$ cat config.mk
export PLATFORM = sky130hd
export DESIGN_NAME = uart_irq_ctrl
export DESIGN_NICKNAME = d
export VERILOG_FILES = /design/src/design/uart_irq_pkg.sv /design/src/design/uart_irq_ctrl.sv
export SDC_FILE = /design/constraint.sdc
export NUM_CORES = 1
export LEC_CHECK = 0
export CAP_MARGIN = 20
export CORE_UTILIZATION = 35
export CTS_BUF_LIST = sky130_fd_sc_hd__clkbuf_8
export CTS_CLUSTER_DIAMETER = 150
export DETAILED_ROUTE_END_ITERATION = 12
export DONT_BUFFER_PORTS = 1
export GPL_TIMING_DRIVEN = 1
export SLEW_MARGIN = 20
export SYNTH_ARGS = -nofsm -noshare
export SYNTH_HDL_FRONTEND = slang
export SYNTH_SLANG_ARGS = --single-unit
$ cat constraint.sdc
create_clock -name MCLK -period 2.45 [get_ports MCLK]
set_clock_uncertainty 0.05 [all_clocks]
set_input_delay 0.49 -clock MCLK [delete_from_list [all_inputs] [get_ports MCLK]]
set_output_delay 0.49 -clock MCLK [all_outputs]
set_load 0.1 [all_outputs]
$ cat src/design/uart_irq_pkg.sv
// constants for the per-channel interrupt and queue setup block
// Behaviour
// - character timeout never reported in character mode
// - source code bits 7:6 read as ones in queue mode, zeros otherwise
// - disabled sources neither show in source code nor raise the interrupt
// - mask bit 0 enables data available and, in queue mode, timeout
// - mask bits 1,2,3 enable transmit empty, line status, modem status
// - mask bits 7:4 always read zero
// - eight-bit scratch register with no effect on anything
// - writes at source code address go to write-only queue setup
// - setup bit 0 enables both queues; mode switches never clear contents
// - other setup bits ignored unless the same write has bit 0 set
// - setup bit 1 pulses a receive queue counter reset, self-clearing
// - setup bit 2 pulses a transmit queue counter reset, self-clearing
// - setup bit 3 selects dma signalling mode 1 while queues enabled
// - setup bits 5:4 reserved, no effect
// - setup bits 7:6 pick trigger 1, 4, 8 or 14 bytes
// - source code bit 0 low while any enabled source pends; 0001 when none
// - source reported by a code read is latched at the address phase only; the live code keeps following the sources
// - source code bits 5:4 always read zero
package uart_irq_pkg;
   localparam logic [7:0] SRC_OFS = 8'h00;
   localparam logic [7:0] MASK_OFS = 8'h04;
   localparam logic [7:0] SCR_OFS = 8'h08;
   localparam logic [3:0] CODE_NONE = 4'h1;
   localparam logic [3:0] CODE_LINE = 4'h6;
   localparam logic [3:0] CODE_RXDATA = 4'h4;
   localparam logic [3:0] CODE_TMO = 4'hc;
   localparam logic [3:0] CODE_TXEMPTY = 4'h2;
   localparam logic [3:0] CODE_MODEM = 4'h0;
   localparam int EN_RX_BIT = 0;
   localparam int EN_TX_BIT = 1;
   localparam int EN_LINE_BIT = 2;
   localparam int EN_MODEM_BIT = 3;
   localparam int SET_EN_BIT = 0;
   localparam int SET_RXCLR_BIT = 1;
   localparam int SET_TXCLR_BIT = 2;
   localparam int SET_DMA_BIT = 3;
   localparam int SET_TRIG_LSB = 6;
   localparam logic [2:0] TMO_CHARS = 3'h4;
   localparam logic [7:0] RESET_BYTE = 8'h00;
   localparam logic [1:0] HTRANS_NONSEQ_BIT = 2'h1;

   function automatic logic [4:0] trig_bytes(input logic [1:0] sel);
      case (sel)
         2'h0: trig_bytes = 5'h01;
         2'h1: trig_bytes = 5'h04;
         2'h2: trig_bytes = 5'h08;
         default: trig_bytes = 5'h0e;
      endcase
   endfunction : trig_bytes
endpackage : uart_irq_pkg

$ cat src/design/uart_irq_ctrl.sv
// interrupt priority, enable mask, scratch and queue setup registers on AHB-Lite
`timescale 1ns/10ps
module uart_irq_ctrl (
   input wire logic MCLK,
   input wire logic RST_B,
   input wire logic HSEL,
   input wire logic [31:0] HADDR,
   input wire logic [1:0] HTRANS,
   input wire logic HWRITE,
   input wire logic [2:0] HSIZE,
   input wire logic [31:0] HWDATA,
   input wire logic HREADY,
   output logic [31:0] HRDATA,
   output logic HREADYOUT,
   output logic HRESP,
   input wire logic LINE_ERROR,
   input wire logic LINE_STATUS_READ,
   input wire logic [4:0] RX_LEVEL,
   input wire logic RX_PUSH,
   input wire logic RX_POP,
   input wire logic CHAR_TIME_TICK,
   input wire logic TX_EMPTY,
   input wire logic TX_WRITE,
   input wire logic MODEM_CHANGE,
   input wire logic MODEM_STATUS_READ,
   output logic IRQ_OUT,
   output logic QUEUE_ENABLE,
   output logic RX_QUEUE_CLEAR,
   output logic TX_QUEUE_CLEAR,
   output logic DMA_MODE_1
);

   logic acc;
   logic rd_src;
   logic wr_q;
   logic [7:0] wa_q;
   logic [7:0] mask_q;
   logic [7:0] scr_q;
   logic fifo_q;
   logic dma_q;
   logic [1:0] trig_q;
   logic line_q;
   logic thre_q;
   logic tx_empty_q;
   logic modem_q;
   logic [2:0] tmo_cnt_q;
   logic rx_avail;
   logic tmo_pend;
   logic [3:0] code;
   logic any_pend;

   ////////////////////////////////////////////////////////////////////////////
   // bus decode

   assign acc = HSEL && HTRANS[1] && HREADY;
   assign rd_src = acc && !HWRITE && (HADDR[7:0] == uart_irq_pkg::SRC_OFS);

   // zero-wait slave: address latched, write applied in data phase
   always_ff @(posedge MCLK or negedge RST_B) begin
      if (!RST_B) begin
         wr_q <= 1'b0;
         wa_q <= uart_irq_pkg::RESET_BYTE;
      end else begin
         wr_q <= acc && HWRITE;
         wa_q <= HADDR[7:0];
      end
   end

   always_ff @(posedge MCLK or negedge RST_B) begin
      if (!RST_B) begin
         HREADYOUT <= 1'b0;
         HRESP <= 1'b0;
      end else begin
         HREADYOUT <= 1'b1;
         HRESP <= 1'b0;
      end
   end

   // read data is formed at the address phase so the snapshot is frozen
   always_ff @(posedge MCLK or negedge RST_B) begin
      if (!RST_B) begin
         HRDATA <= 32'h0;
      end else if (acc && !HWRITE) begin
         case (HADDR[7:0])
            uart_irq_pkg::SRC_OFS: HRDATA <= {24'h0, {2{fifo_q}}, 2'h0, code};
            uart_irq_pkg::MASK_OFS: HRDATA <= {28'h0, mask_q[3:0]};
            uart_irq_pkg::SCR_OFS: HRDATA <= {24'h0, scr_q};
            default: HRDATA <= 32'h0;
         endcase
      end
   end

   ////////////////////////////////////////////////////////////////////////////
   // software registers

   always_ff @(posedge MCLK or negedge RST_B) begin
      if (!RST_B) begin
         mask_q <= uart_irq_pkg::RESET_BYTE;
         scr_q <= uart_irq_pkg::RESET_BYTE;
      end else if (wr_q) begin
         if (wa_q == uart_irq_pkg::MASK_OFS) begin
            mask_q <= {4'h0, HWDATA[3:0]};
         end
         if (wa_q == uart_irq_pkg::SCR_OFS) begin
            scr_q <= HWDATA[7:0];
         end
      end
   end

   // setup is write-only; bits 5:4 are dropped on purpose
   always_ff @(posedge MCLK or negedge RST_B) begin
      if (!RST_B) begin
         fifo_q <= 1'b0;
         dma_q <= 1'b0;
         trig_q <= 2'h0;
      end else if (wr_q && wa_q == uart_irq_pkg::SRC_OFS) begin
         fifo_q <= HWDATA[uart_irq_pkg::SET_EN_BIT];
         if (HWDATA[uart_irq_pkg::SET_EN_BIT]) begin
            dma_q <= HWDATA[uart_irq_pkg::SET_DMA_BIT];
            trig_q <= HWDATA[uart_irq_pkg::SET_TRIG_LSB +: 2];
         end
      end
   end

   // clear pulses last one cycle; the bits never read back so they self-clear
   always_ff @(posedge MCLK or negedge RST_B) begin
      if (!RST_B) begin
         RX_QUEUE_CLEAR <= 1'b0;
         TX_QUEUE_CLEAR <= 1'b0;
      end else begin
         RX_QUEUE_CLEAR <= wr_q && wa_q == uart_irq_pkg::SRC_OFS
            && HWDATA[uart_irq_pkg::SET_EN_BIT] && HWDATA[uart_irq_pkg::SET_RXCLR_BIT];
         TX_QUEUE_CLEAR <= wr_q && wa_q == uart_irq_pkg::SRC_OFS
            && HWDATA[uart_irq_pkg::SET_EN_BIT] && HWDATA[uart_irq_pkg::SET_TXCLR_BIT];
      end
   end

   always_ff @(posedge MCLK or negedge RST_B) begin
      if (!RST_B) begin
         QUEUE_ENABLE <= 1'b0;
         DMA_MODE_1 <= 1'b0;
      end else begin
         QUEUE_ENABLE <= fifo_q;
         DMA_MODE_1 <= fifo_q && dma_q;
      end
   end

   ////////////////////////////////////////////////////////////////////////////
   // interrupt sources; set wins over a same-cycle clear, except the timeout count, where a restart wins

   always_ff @(posedge MCLK or negedge RST_B) begin
      if (!RST_B) begin
         line_q <= 1'b0;
      end else if (LINE_ERROR) begin
         line_q <= 1'b1;
      end else if (LINE_STATUS_READ) begin
         line_q <= 1'b0;
      end
   end

   always_ff @(posedge MCLK or negedge RST_B) begin
      if (!RST_B) begin
         modem_q <= 1'b0;
      end else if (MODEM_CHANGE) begin
         modem_q <= 1'b1;
      end else if (MODEM_STATUS_READ) begin
         modem_q <= 1'b0;
      end
   end

   always_ff @(posedge MCLK or negedge RST_B) begin
      if (!RST_B) begin
         tx_empty_q <= 1'b0;
         thre_q <= 1'b0;
      end else begin
         tx_empty_q <= TX_EMPTY;
         if (TX_EMPTY && !tx_empty_q) begin
            thre_q <= 1'b1;
         end else if (TX_WRITE || (rd_src && code == uart_irq_pkg::CODE_TXEMPTY)) begin
            thre_q <= 1'b0;
         end
      end
   end

   // a level in queue mode: follows the count against the trigger
   assign rx_avail = fifo_q ? (RX_LEVEL >= uart_irq_pkg::trig_bytes(trig_q))
                            : (RX_LEVEL != 5'h0);

   // counts idle character times; any push, pop or empty queue restarts it
   always_ff @(posedge MCLK or negedge RST_B) begin
      if (!RST_B) begin
         tmo_cnt_q <= 3'h0;
      end else if (RX_PUSH || RX_POP || RX_LEVEL == 5'h0 || !fifo_q) begin
         tmo_cnt_q <= 3'h0;
      end else if (CHAR_TIME_TICK && tmo_cnt_q != uart_irq_pkg::TMO_CHARS) begin
         tmo_cnt_q <= tmo_cnt_q + 3'h1;
      end
   end

   assign tmo_pend = fifo_q && tmo_cnt_q == uart_irq_pkg::TMO_CHARS;

   ////////////////////////////////////////////////////////////////////////////
   // priority encoder and interrupt output

   always_comb begin
      if (line_q && mask_q[uart_irq_pkg::EN_LINE_BIT]) begin
         code = uart_irq_pkg::CODE_LINE;
      end else if (rx_avail && mask_q[uart_irq_pkg::EN_RX_BIT]) begin
         code = uart_irq_pkg::CODE_RXDATA;
      end else if (tmo_pend && mask_q[uart_irq_pkg::EN_RX_BIT]) begin
         code = uart_irq_pkg::CODE_TMO;
      end else if (thre_q && mask_q[uart_irq_pkg::EN_TX_BIT]) begin
         code = uart_irq_pkg::CODE_TXEMPTY;
      end else if (modem_q && mask_q[uart_irq_pkg::EN_MODEM_BIT]) begin
         code = uart_irq_pkg::CODE_MODEM;
      end else begin
         code = uart_irq_pkg::CODE_NONE;
      end
   end

   assign any_pend = !code[0];

   // one cycle behind the sources so the pin never glitches
   always_ff @(posedge MCLK or negedge RST_B) begin
      if (!RST_B) begin
         IRQ_OUT <= 1'b0;
      end else begin
         IRQ_OUT <= any_pend;
      end
   end
endmodule : uart_irq_ctrl

==> summary.md <==
| Metric | Value |
|---|---|
| Post-synthesis compound-gate area fraction | `12.2%` |
| Chip width | `81.0 um` |
| ANT cells | `0` |
| Worst r2r dst | `HRDATA[2]` |
| Residual DRC count | `0` |
| Worst setup SP type | `register` |
| Cell count after synthesis | `196` |
| Outcome | `complete, no violations` |
| H-tree Lvls | `2` |
| Deepest clock path buffer count | `2` |
| Worst-margin pin slew | `906 ps` |
| Critical path class | `reg2reg` |
| Final min period | `1910 ps` |
| Vias post-DR | `1,399` |
| Fin Hold WS | `140 ps` |
| Setup bufs post-CTS | `0` |
| Global-route wire length before repair | `6620 um` |
| Worst Hold Path EP | `wa_q[0]` |
| Reg2reg start | `trig_q[1]` |
| Port Buffer Count | `0` |
| Synth warn | `0` |
| Worst path required time | `2590 ps` |
| Crit Path Max Fanout | `5` |
| Avg Synthesized Cell Area | `11.1 sq um` |
| Die Span Y | `81.0 um` |
| Post-synth EDFFs | `0` |
| Yosys cell types | `42` |
| Most frequent cells in the layout | `dfrtp_1, conb_1, nand2_1, buf_4` |
| Total CTS buffers | `5` |
| Synth Area in Simple Gates | `13.3%` |
| Register area share after synthesis | `52.8%` |
| Synth Cell Area | `2180 sq um` |
| Asr flop ratio synth | `100%` |
| Commonest non-fill, non-tap cell in the layout | `dfrtp_1` |
| Logic gate share of total power | `17.6%` |
| GRT Total Usage | `13.9%` |
| Final Cycle Share | `77.8%` |
| Power Density | `659 nW/um^2` |
| Num Clock Sinks | `46` |
| DR WL/cell | `14.1 um` |
| Layout cells sized above 1 | `17.1%` |
| Slowest stage cell, crit path | `dfrtp_1` |
| Total grt overflow | `0` |
| Setup tns final | `0 ps` |
| Internal power | `0.00104 W` |
| WHS Path Cells | `0` |
| Unrepaired setup endpoints after global routing | `false` |
| Net Sw Frac | `34.4%` |
| CP Cell Sequence | `nor2_1 > ha_1 > nand2b_1 > a211oi_1 > o211ai_1 > a22oi_4 > o21ai_0` |
| Vias in the first global route | `1,370` |
| Worst Hold Launch | `HADDR[0]` |
| Reg2Reg Depth | `7` |
| Endpoints failing hold | `0` |
| I/O Pins | `127` |
| FMAX | `0.524 GHz` |
| CTS root buffer | `clkbuf_8` |
| Clock-pin slew on the worst setup and hold paths | `100 ps` |
| Largest family of logic cells by synthesized area | `simple AND/OR/NAND/NOR gates` |
| Dpl ws | `488 ps` |
| FF+latch count, synth | `46` |
| Routability Congestion | `0.762` |
| Max-capacitance violation count | `0` |
| Post-layout util | `40.3%` |
| Row cnt | `28` |
| Worst path max stage delay | `430 ps` |
| Fin. max-slew vios | `0` |
| Initial antenna violation count | `0` |
| Area of the multi-input gates | `883 sq um` |
| Iteration-0 DRC count of the detailed router | `32` |
| Post-synth top flop | `dfrtp_1` |
| Largest net degree at the start of global routing | `47` |
| Worst EP arrival | `2050 ps` |
| Flop pwr share | `50.7%` |
| Adder-cell area share of the yosys netlist | `3.44%` |
| Slew HR | `39.6%` |
| Static leakage | `1.12 nW` |
| Mux contribution to synthesized area | `6.65%` |
| CP endpoint kind | `register` |
| Core area | `5960 sq um` |
| Psw | `0.000544 W` |
| Post-synthesis xor/xnor area fraction | `0.401%` |
| Clock group share of total power | `31.7%` |
| P&R area growth vs syn | `9.98%` |
| Nets | `309` |
| Total Wirelength | `4110 um` |
| Final Worst Setup Slack | `543 ps` |
| Final setup vio count | `0` |
| Estimated wirelength of the detail-placed design | `3090 um` |
| CTS tree | `done` |
| Max VDD drop | `392 uV` |
| Worst-Skew Late Latency | `310 ps` |
| Die area | `6550 sq um` |
| First-pass DRT Iterations | `6` |
| Sequential standard cell area | `1150 sq um` |
| FF-to-FF setup slack | `540 ps` |
| Worst hold path class | `in2reg` |
| Post-route ant nets | `0` |
| Fillers | `617` |
| Initial core utilization | `36.6%` |
| Routed vias/inst | `4.81` |
## registers in the layout, summed over array words and instances, names as in the netlist, 2 cells and up
name / flops
wa_q: 8
scr_q: 8
tmo_cnt_q: 3
trig_q: 2
HRDATA: 8
mask_q: 4
## power by group through the flow
stage | sequential, W | clock, W | combinational [W]
4_1_cts | 0.000802 | 0.000519 | 0.000281
5_1_grt | 0.000805 | 0.000556 | 0.000296
3_5_place_dp | 0.000817 | 0 | 0.000259
3_3_place_gp | 0.000817 | 0 | 0.000257
6_report | 0.000802 | 0.000502 | 0.000279
2_1_floorplan | 0.000836 | 0 | 0.000251
## cells in the mapped netlist (3+ instances only)
master	n	area (sq um)
a21oi_1	8	40.0
nand3_1	3	15.0
dfrtp_1	46	1150
ha_1	6	75.1
nor3_1	5	25.0
a21o_1	4	30.0
mux2_2	12	135
nand2_1	13	48.8
o21ai_0	7	35.0
buf_4	25	188
nor2_1	12	45.0
o31ai_1	3	22.5
nor2b_1	5	31.3
inv_1	11	41.3
a22oi_1	4	30.0
## final cells by class
cell class	count	share of cell area, %
clock buffer	5	2.87
clock inverter	3	1.09
inverter	11	1.72
multi-input combinational	136	36.8
sequential	46	48.0
tap	75	3.91
timing repair buffer	15	5.63
## cell families after synthesis
group                      count (synthesis)
AOI/OAI and AO/OA                         37
xor gates and xnor gates                   1
adders and majority gates                  6
buffers and inverters                     38
DFF                                       46
muxes                                     13
other                                      2
and+or+nand+nor                           53
## timing repair
action / 4_1_cts / 5_1_grt
endpoints found under the hold margin: 46 / 0
gates resized for setup: 0 / 0
hold buffers: 2 / 0
## worst max path at each step
stage / end / slack (ps) / startpoint
floorplan: HRDATA[2] / 670 / RX_LEVEL[0]
global placement: HRDATA[2] / 510 / RX_LEVEL[0]
detailed placement: HRDATA[2] / 490 / RX_LEVEL[0]
CTS: HRDATA[2] / 510 / trig_q[1]
global route: HRDATA[2] / 410 / trig_q[0]
finish: HRDATA[2] / 540 / trig_q[1]
## metrics by stage
stage,instance area [sq um],total power (W),std cells
3_5_place_dp,2270,0.00108,281
2_1_floorplan,2270,0.00109,220
4_1_cts,2400,0.00160,291
3_3_place_gp,2270,0.00107,281
5_1_grt,2400,0.00166,291
6_report,2400,0.00158,291
## critical path: cells and delay by family, from the launching register on
kind	cells	cell delay [ps]
AND/OR/NAND/NOR	2	260
AO/OA/AOI/OAI	4	820
flip-flops	1	430
adder cells (fa/ha/maj)	1	220
## per-layer routing
metal	wire [um]	track usage (%)	part of all wire [%]	vias up
li1	-	-	-	672
met1	1800	17.7	44	675
met2	1980	21.9	48	46
met3	267	4.83	6.5	6
met4	53	4.82	1.3	0
met5	0	0	0	-
Note: power is estimated with default switching activity, not from simulation.
